File: config.mk
export PLATFORM = sky130hd
export DESIGN_NAME = tcc_timer
export DESIGN_NICKNAME = d
export VERILOG_FILES = /design/src/shared/tcc_pkg.sv /design/src/logic/tcc_timer.sv
export SDC_FILE = /design/constraint.sdc
export NUM_CORES = 1
export LEC_CHECK = 0
export BUFFER_PORTS_ARGS = -buffer_cell sky130_fd_sc_hd__buf_2
export CELL_PAD_IN_SITES_DETAIL_PLACEMENT = 1
export CELL_PAD_IN_SITES_GLOBAL_PLACEMENT = 1
export CORE_MARGIN = 8
export CORE_UTILIZATION = 27
export DETAILED_ROUTE_END_ITERATION = 6
export PLACE_DENSITY_LB_ADDON = 0.12
export SETUP_SLACK_MARGIN = 0.05
export SYNTH_ARGS = -nofsm -noshare
export SYNTH_HDL_FRONTEND = slang
export SYNTH_SLANG_ARGS = --single-unit
File: constraint.sdc
create_clock -name CLK_I -period 4.7 [get_ports CLK_I]
set_input_delay 0.705 -clock CLK_I [delete_from_list [all_inputs] [get_ports CLK_I]]
set_output_delay 0.705 -clock CLK_I [all_outputs]
set_load 0.01 [all_outputs]
File: src/shared/tcc_pkg.sv
/*
 * Constants, register map and bus carrier types for the timer capture and
 * compare unit. Assumes an Avalon-MM master with byte addresses and
 * 32-bit data; each 8-bit register sits in the low byte of one word.
 */
package tcc_pkg;
   // ==========================================================
   // register indices; byte address is four times the index
   localparam logic [5:0] IDX_CONTROL = 6'h12;
   localparam logic [5:0] IDX_FLAGS = 6'h13;
   localparam logic [5:0] IDX_CAP_HI = 6'h14;
   localparam logic [5:0] IDX_CAP_LO = 6'h15;
   localparam logic [5:0] IDX_CMP_HI = 6'h16;
   localparam logic [5:0] IDX_CMP_LO = 6'h17;
   localparam logic [5:0] IDX_CNT_HI = 6'h18;
   localparam logic [5:0] IDX_CNT_LO = 6'h19;
   localparam logic [5:0] IDX_ALT_HI = 6'h1a;
   localparam logic [5:0] IDX_ALT_LO = 6'h1b;
   // ==========================================================
   // field positions; the three flag bits are shared with their enables
   localparam int BIT_CAPTURE = 7;
   localparam int BIT_COMPARE = 6;
   localparam int BIT_OVERFLOW = 5;
   localparam int BIT_EDGE_SEL = 1;
   localparam int BIT_OUT_LEVEL = 0;
   localparam logic [7:0] CONTROL_MASK = 8'he3;
   // ==========================================================
   // reset values and timing
   localparam logic [7:0] CONTROL_RESET = 8'h01;
   localparam logic [15:0] COUNTER_RESET = 16'hfffc;
   localparam logic [15:0] COUNTER_TOP = 16'hffff;
   localparam logic [1:0] PRESCALE_LAST = 2'h3;
   // ==========================================================
   // bus request carrier
   typedef struct packed {
      logic read;
      logic write;
      logic [7:0] address;
      logic [31:0] writedata;
   } tcc_bus_req_s;
endpackage : tcc_pkg

File: src/logic/tcc_timer.sv
/*
 * Timer capture and compare unit: 16-bit free-running counter behind a
 * divide-by-four prescaler, input capture, output compare, control and
 * flag registers with two-step flag clears. Assumes an Avalon-MM master
 * that holds its request until waitrequest is seen low, and a capture
 * pin synchronous to CLK_I.
 */
// Register access over Avalon-MM is decoded here, answering each request after one wait cycle.
`timescale 1ns/1ps
module tcc_timer (
   // clock and reset
   input wire logic CLK_I,
   input wire logic RESETN_I,
   // register bus
   input wire tcc_pkg::tcc_bus_req_s BUS_I,
   output logic [31:0] READDATA_O,
   output logic WAITREQUEST_O,
   // pins
   input wire logic CAPTURE_INPUT_PIN_I,
   output logic COMPARE_OUTPUT_PIN_O,
   output logic IRQ_O
);
   import tcc_pkg::*;

   // ==========================================================
   // bus decode
   logic wait_q;
   logic acc_rd;
   logic acc_wr;
   logic [5:0] idx;
   assign idx = BUS_I.address[7:2];
   assign acc_rd = BUS_I.read && wait_q;
   assign acc_wr = BUS_I.write && wait_q;

   function automatic logic hit(input logic [5:0] a, input logic [5:0] r);
      hit = (a == r);
   endfunction : hit

   logic rd_cap_hi, rd_cap_lo, wr_cmp_hi, wr_cmp_lo, acc_cmp_lo;
   logic acc_flags, rd_cnt_lo, wr_any_cnt_lo;
   assign rd_cap_hi = acc_rd && hit(idx, IDX_CAP_HI);
   assign rd_cap_lo = acc_rd && hit(idx, IDX_CAP_LO);
   assign wr_cmp_hi = acc_wr && hit(idx, IDX_CMP_HI);
   assign wr_cmp_lo = acc_wr && hit(idx, IDX_CMP_LO);
   assign acc_cmp_lo = (acc_rd || acc_wr) && hit(idx, IDX_CMP_LO);
   assign acc_flags = (acc_rd || acc_wr) && hit(idx, IDX_FLAGS);
   assign rd_cnt_lo = acc_rd && hit(idx, IDX_CNT_LO);
   assign wr_any_cnt_lo = acc_wr &&
      (hit(idx, IDX_CNT_LO) || hit(idx, IDX_ALT_LO));

   // ==========================================================
   // state
   logic [7:0] control_q;
   logic [7:0] flags_q;
   logic [1:0] presc_q;
   logic [15:0] count_q;
   logic [15:0] compare_q;
   logic [15:0] capture_q;
   logic cmp_hold_q;
   logic cap_hold_q;
   logic out_level_q;
   logic irq_q;
   logic [7:0] readdata_q;

   // ==========================================================
   // prescaler and counter
   logic tick;
   assign tick = (presc_q == PRESCALE_LAST);

   always_ff @(posedge CLK_I or negedge RESETN_I) begin
      if (!RESETN_I) begin
         presc_q <= '0;
         count_q <= COUNTER_RESET;
      end else if (wr_any_cnt_lo) begin
         presc_q <= '0;
         count_q <= COUNTER_RESET;
      end else begin
         presc_q <= presc_q + 2'h1;
         if (tick) begin
            count_q <= count_q + 16'h1;
         end
      end
   end

   // ==========================================================
   // control register
   always_ff @(posedge CLK_I or negedge RESETN_I) begin
      if (!RESETN_I) begin
         control_q <= CONTROL_RESET;
      end else if (acc_wr && hit(idx, IDX_CONTROL)) begin
         control_q <= BUS_I.writedata[7:0] & CONTROL_MASK;
      end
   end

   // ==========================================================
   // compare value: no reset, byte-wise writes
   always_ff @(posedge CLK_I) begin
      if (wr_cmp_hi) begin
         compare_q[15:8] <= BUS_I.writedata[7:0];
      end
      if (wr_cmp_lo) begin
         compare_q[7:0] <= BUS_I.writedata[7:0];
      end
   end

   always_ff @(posedge CLK_I or negedge RESETN_I) begin
      if (!RESETN_I) begin
         cmp_hold_q <= 1'b0;
      end else if (wr_cmp_lo) begin
         cmp_hold_q <= 1'b0;
      end else if (wr_cmp_hi) begin
         cmp_hold_q <= 1'b1;
      end
   end

   // compared once per count, first clock after the step
   logic match;
   assign match = (presc_q == 2'h0) && !cmp_hold_q &&
      (count_q == compare_q);

   always_ff @(posedge CLK_I or negedge RESETN_I) begin
      if (!RESETN_I) begin
         out_level_q <= 1'b0;
      end else if (match) begin
         out_level_q <= control_q[BIT_OUT_LEVEL];
      end
   end

   // ==========================================================
   // capture path
   logic pin_s1_q, pin_s2_q, pin_s3_q;
   logic [15:0] count_d1_q, count_d2_q;
   logic edge_hit;
   logic cap_take;

   always_ff @(posedge CLK_I or negedge RESETN_I) begin
      if (!RESETN_I) begin
         pin_s1_q <= 1'b0;
         pin_s2_q <= 1'b0;
         pin_s3_q <= 1'b0;
      end else begin
         pin_s1_q <= CAPTURE_INPUT_PIN_I;
         pin_s2_q <= pin_s1_q;
         pin_s3_q <= pin_s2_q;
      end
   end

   // counter history lined up with the synchroniser
   always_ff @(posedge CLK_I or negedge RESETN_I) begin
      if (!RESETN_I) begin
         count_d1_q <= COUNTER_RESET;
         count_d2_q <= COUNTER_RESET;
      end else begin
         count_d1_q <= count_q;
         count_d2_q <= count_d1_q;
      end
   end

   assign edge_hit = control_q[BIT_EDGE_SEL] ?
      (pin_s2_q && !pin_s3_q) : (!pin_s2_q && pin_s3_q);
   // a low read in the same cycle releases the block
   assign cap_take = edge_hit && (!cap_hold_q || rd_cap_lo);

   always_ff @(posedge CLK_I) begin
      if (cap_take) begin
         capture_q <= count_d2_q + 16'h1;
      end
   end

   always_ff @(posedge CLK_I or negedge RESETN_I) begin
      if (!RESETN_I) begin
         cap_hold_q <= 1'b0;
      end else if (rd_cap_lo) begin
         cap_hold_q <= 1'b0;
      end else if (rd_cap_hi) begin
         cap_hold_q <= 1'b1;
      end
   end

   // ==========================================================
   // flags with armed two-step clear; set wins over clear
   logic [2:0] fl_set, fl_fin;
   logic [2:0] arm_q;
   localparam int FL_POS [3] = '{BIT_CAPTURE, BIT_COMPARE, BIT_OVERFLOW};
   assign fl_set = {edge_hit, match, tick && (count_q == COUNTER_TOP)};
   assign fl_fin = {rd_cap_lo, acc_cmp_lo, rd_cnt_lo};

   generate
      for (genvar g = 0; g < 3; g++) begin : g_flag
         localparam int P = FL_POS[2 - g];
         always_ff @(posedge CLK_I or negedge RESETN_I) begin
            if (!RESETN_I) begin
               flags_q[P] <= 1'b0;
               arm_q[g] <= 1'b0;
            end else if (fl_set[g]) begin
               flags_q[P] <= 1'b1;
            end else if (arm_q[g] && fl_fin[g]) begin
               flags_q[P] <= 1'b0;
               arm_q[g] <= 1'b0;
            end else if (acc_flags && flags_q[P]) begin
               arm_q[g] <= 1'b1;
            end else if (!flags_q[P]) begin
               arm_q[g] <= 1'b0;
            end
         end
      end
   endgenerate
   assign flags_q[4:0] = '0;

   // ==========================================================
   // interrupt
   always_ff @(posedge CLK_I or negedge RESETN_I) begin
      if (!RESETN_I) begin
         irq_q <= 1'b0;
      end else begin
         irq_q <= |(flags_q & control_q & 8'he0);
      end
   end

   // ==========================================================
   // read mux and waitrequest
   logic [7:0] rd_mux;
   always_comb begin
      unique case (idx)
         IDX_CONTROL: rd_mux = control_q;
         IDX_FLAGS: rd_mux = flags_q;
         IDX_CAP_HI: rd_mux = capture_q[15:8];
         IDX_CAP_LO: rd_mux = capture_q[7:0];
         IDX_CMP_HI: rd_mux = compare_q[15:8];
         IDX_CMP_LO: rd_mux = compare_q[7:0];
         IDX_CNT_HI, IDX_ALT_HI: rd_mux = count_q[15:8];
         IDX_CNT_LO, IDX_ALT_LO: rd_mux = count_q[7:0];
         default: rd_mux = 8'h00;
      endcase
   end

   always_ff @(posedge CLK_I or negedge RESETN_I) begin
      if (!RESETN_I) begin
         wait_q <= 1'b1;
         readdata_q <= 8'h00;
      end else begin
         wait_q <= !(acc_rd || acc_wr);
         if (acc_rd) begin
            readdata_q <= rd_mux;
         end
      end
   end

   assign READDATA_O = {24'h000000, readdata_q};
   assign WAITREQUEST_O = wait_q;
   assign COMPARE_OUTPUT_PIN_O = out_level_q;
   assign IRQ_O = irq_q;
endmodule : tcc_timer

==> metrics.md <==
| Metric | Value |
|---|---|
| Status | `completed` |
| Net Sw Frac | `0.295` |
| Total CTS buffers | `9` |
| First-pass GRT wire length | `19.7 mm` |
| Critical-path top delay cell | `nand3_1` |
| P_sw | `790 uW` |
| Post-Synthesis Cells | `372` |
| Final Cycle Share | `0.513` |
| Most frequent cells in the layout | `dfstp_2 (44), dfrtp_1 (33), edfxtp_1 (32)` |
| Post-synth EDFFs | `32` |
| Slew margin rel. | `0.326` |
| Setup Skew | `0.00796 ns` |
| Die area | `22400 um2` |
| # diodes | `0` |
| Grt total ovfl | `0` |
| Final Hold Fails | `0` |
| Mean Syn Cell Area | `13.0 um2` |
| Crit-path cells | `buf_2, nand4bb_1, nor2_2, nand3_1, and2_1` |
| Vias in the first global route | `3177` |
| Netlist cell types | `51` |
| Ports | `80` |
| Final HPWL DP | `9.14 mm` |
| Largest net degree at the start of global routing | `78` |
| CP Data Required Time | `4.95 ns` |
| Fmax achieved | `0.415 GHz` |
| Clk sinks | `109` |
| Setup violators final | `0` |
| Worst Tran Pin Value | `1.01 ns` |
| Share of async-settable or async-resettable flops after synthesis | `0.706` |
| Post-synthesis sequential area ratio | `0.610` |
| Peak supply drop | `0.179 mV` |
| Final ANT Viol Nets | `0` |
| IO Port Bufs | `29` |
| RSZ-0062 raised after global routing | `no` |
| Clk root buf | `clkbuf_16` |
| Via density | `4.54` |
| Top_reg_cell synth | `dfstp_2` |
| Post-CTS Setup Bufs | `0` |
| H-Tree Depth | `3` |
| Max incr delay on CP | `0.56 ns` |
| TritonCTS clock tree | `yes` |
| Clock network fraction of design power | `0.292` |
| Power share of the sequential group | `0.571` |
| CP max FO | `15` |
| Final wirelength | `12.5 mm` |
| Wire per inst | `19.8 um` |
| Post-CTS Hold Fix Bufs | `0` |
| Final min period | `2.41 ns` |
| Sum Neg Setup Slack | `0 ns` |
| Clk pin slew, worst setup/hold paths | `0.07 ns` |
| CP endpoint kind | `flop` |
| Global-route usage over all layers | `0.120` |
| Initial antenna violation count | `0` |
| Post-layout utilization of the core | `0.305` |
| HP Class | `reg -> reg` |
| Clock latency on the worst-skew pair | `0.35 ns` |
| Core region area | `17700 um2` |
| CTS max path bufs | `2` |
| P_int | `1.89 mW` |
| Hold Slack | `0.352 ns` |
| DRC | `0` |
| Fin. max-slew vios | `0` |
| Leakage | `2.18 nW` |
| Num rows | `49` |
| Gpl congestion | `0.715` |
| Die W | `150 um` |
| NumNets Final | `449` |
| Mapped Area | `4820 um2` |
| Combinational share of power | `0.138` |
| Max-cap violations | `0` |
| Vias post-DR | `2878` |
| Setup CP Type | `in -> reg` |
| Startpoint class of the critical path | `primary input` |
| Commonest non-fill, non-tap cell in the layout | `dfstp_2` |
| Ratio of cells with drive above 1 in the final layout | `0.264` |
| Die Y | `150 um` |
| Total power | `2.68 mW` |
| YS warnings | `0` |
| Post-CTS resize count | `0` |
| CP arrival | `2.66 ns` |
| Pwr Density | `496 nW/um2` |
| Drt first-iter violations | `156` |
| Initial Utilization | `0.272` |
| Drt pass-1 iters | `4` |
| Area delta synth->final | `12.0%` |
| Synthesized flop and latch total | `109` |
stage by stage:
step           cells  setup slack [ns]  instance area, um2
6_report         634              2.29                5400
5_1_grt          634              2.04                5400
4_1_cts          634              2.19                5400
3_5_place_dp     618              1.81                5100
3_3_place_gp     618              1.84                5100
2_1_floorplan    395              2.16                4910
area by class of cell:
type                            instances  area [um2]
Sequential cell                       109        2940
Fill cell                            1915       12300
Clock buffer                           10         229
Multi-Input combinational cell        244        1690
Clock inverter                          6        70.1
Timing Repair Buffer                   31         163
Inverter                                5        18.8
Tap cell                              229         287
cell usage after synthesis, types with 5 or more instances:
cell type	n	area, um2
edfxtp_1	32	961
nand2_1	30	113
xnor2_1	17	149
xor2_1	24	210
nand3_1	14	70.1
and3_1	11	68.8
nand4_1	11	68.8
dfstp_2	44	1160
o21ai_1	9	45.0
a22o_1	10	87.6
mux4_2	5	113
mux2i_1	13	130
buf_4	25	188
nor3_1	6	30.0
nor2_1	18	67.6
buf_2	7	35.0
a21oi_1	5	25.0
dfrtp_1	33	826
flip-flops by register name, summed over array words and instances, names as in the netlist:
| signal | count |
|---|---|
| flags_q | 3 |
| IRQ_O | 1 |
| capture_q | 16 |
| pin_s1_q | 1 |
| cmp_hold_q | 1 |
| control_q | 5 |
| count_q | 16 |
| presc_q | 2 |
| compare_q | 16 |
| COMPARE_OUTPUT_PIN_O | 1 |
| count_d2_q | 16 |
| pin_s2_q | 1 |
| count_d1_q | 16 |
| cap_hold_q | 1 |
| WAITREQUEST_O | 1 |
| pin_s3_q | 1 |
| readdata_q | 8 |
| arm_q | 3 |
worst max-delay path: cells and delay by family:
| family | cells | cell delay [ns] |
|---|---|---|
| simple gates | 4 | 1.82 |
| buf+inv | 1 | 0.13 |
final timing paths:
check / startpoint / end / slack, ns / depth (start not counted)
max in group asynchronous: RESETN_I / readdata_q[3]$_DFFE_PN0P_ / 3.53 / 1
hold / removal: count_d1_q[0]$_DFF_PN0_ / count_d2_q[0]$_DFF_PN0_ / 0.35 / 0
hold reg to reg: count_d1_q[0]$_DFF_PN0_ / count_d2_q[0]$_DFF_PN0_ / 0.35 / 0
setup reg to reg: count_q[1]$_DFFE_PN0P_ / COMPARE_OUTPUT_PIN_O$_DFFE_PN0P_ / 2.40 / 5
min in group asynchronous: RESETN_I / count_d2_q[1]$_DFF_PN0_ / 0.53 / 1
setup / recovery: BUS_I[36] / presc_q[1]$_DFF_PN0_ / 2.29 / 5
power groups by stage:
stage / clock [mW] / combinational [mW] / sequential, mW
6_report: 0.781 / 0.369 / 1.53
3_3_place_gp: 0 / 0.373 / 1.55
2_1_floorplan: 0 / 0.322 / 1.43
3_5_place_dp: 0 / 0.374 / 1.55
5_1_grt: 0.844 / 0.424 / 1.57
4_1_cts: 0.808 / 0.378 / 1.54
layer usage:
layer  GRT usage  up-vias  share of wire
met1       0.160     1478           0.49
met3      0.0187       12          0.030
met4      0.0540        0          0.018
li1            -     1344              -
met5           0        -              0
met2       0.187       44           0.47
cells by family (layout without fill, tap and decap cells):
group           after synthesis  count (layout)  synth area share
simple gates                107             107             0.117
mux                          24              24            0.0651
flops                       109             109             0.610
other cells                   1              24          0.000777
fa+ha+maj                     4               4            0.0104
compound gates               44              44            0.0648
buf+inv                      42              52            0.0571
xor+xnor                     41              41            0.0744
Power figures use the tool's default switching activity.
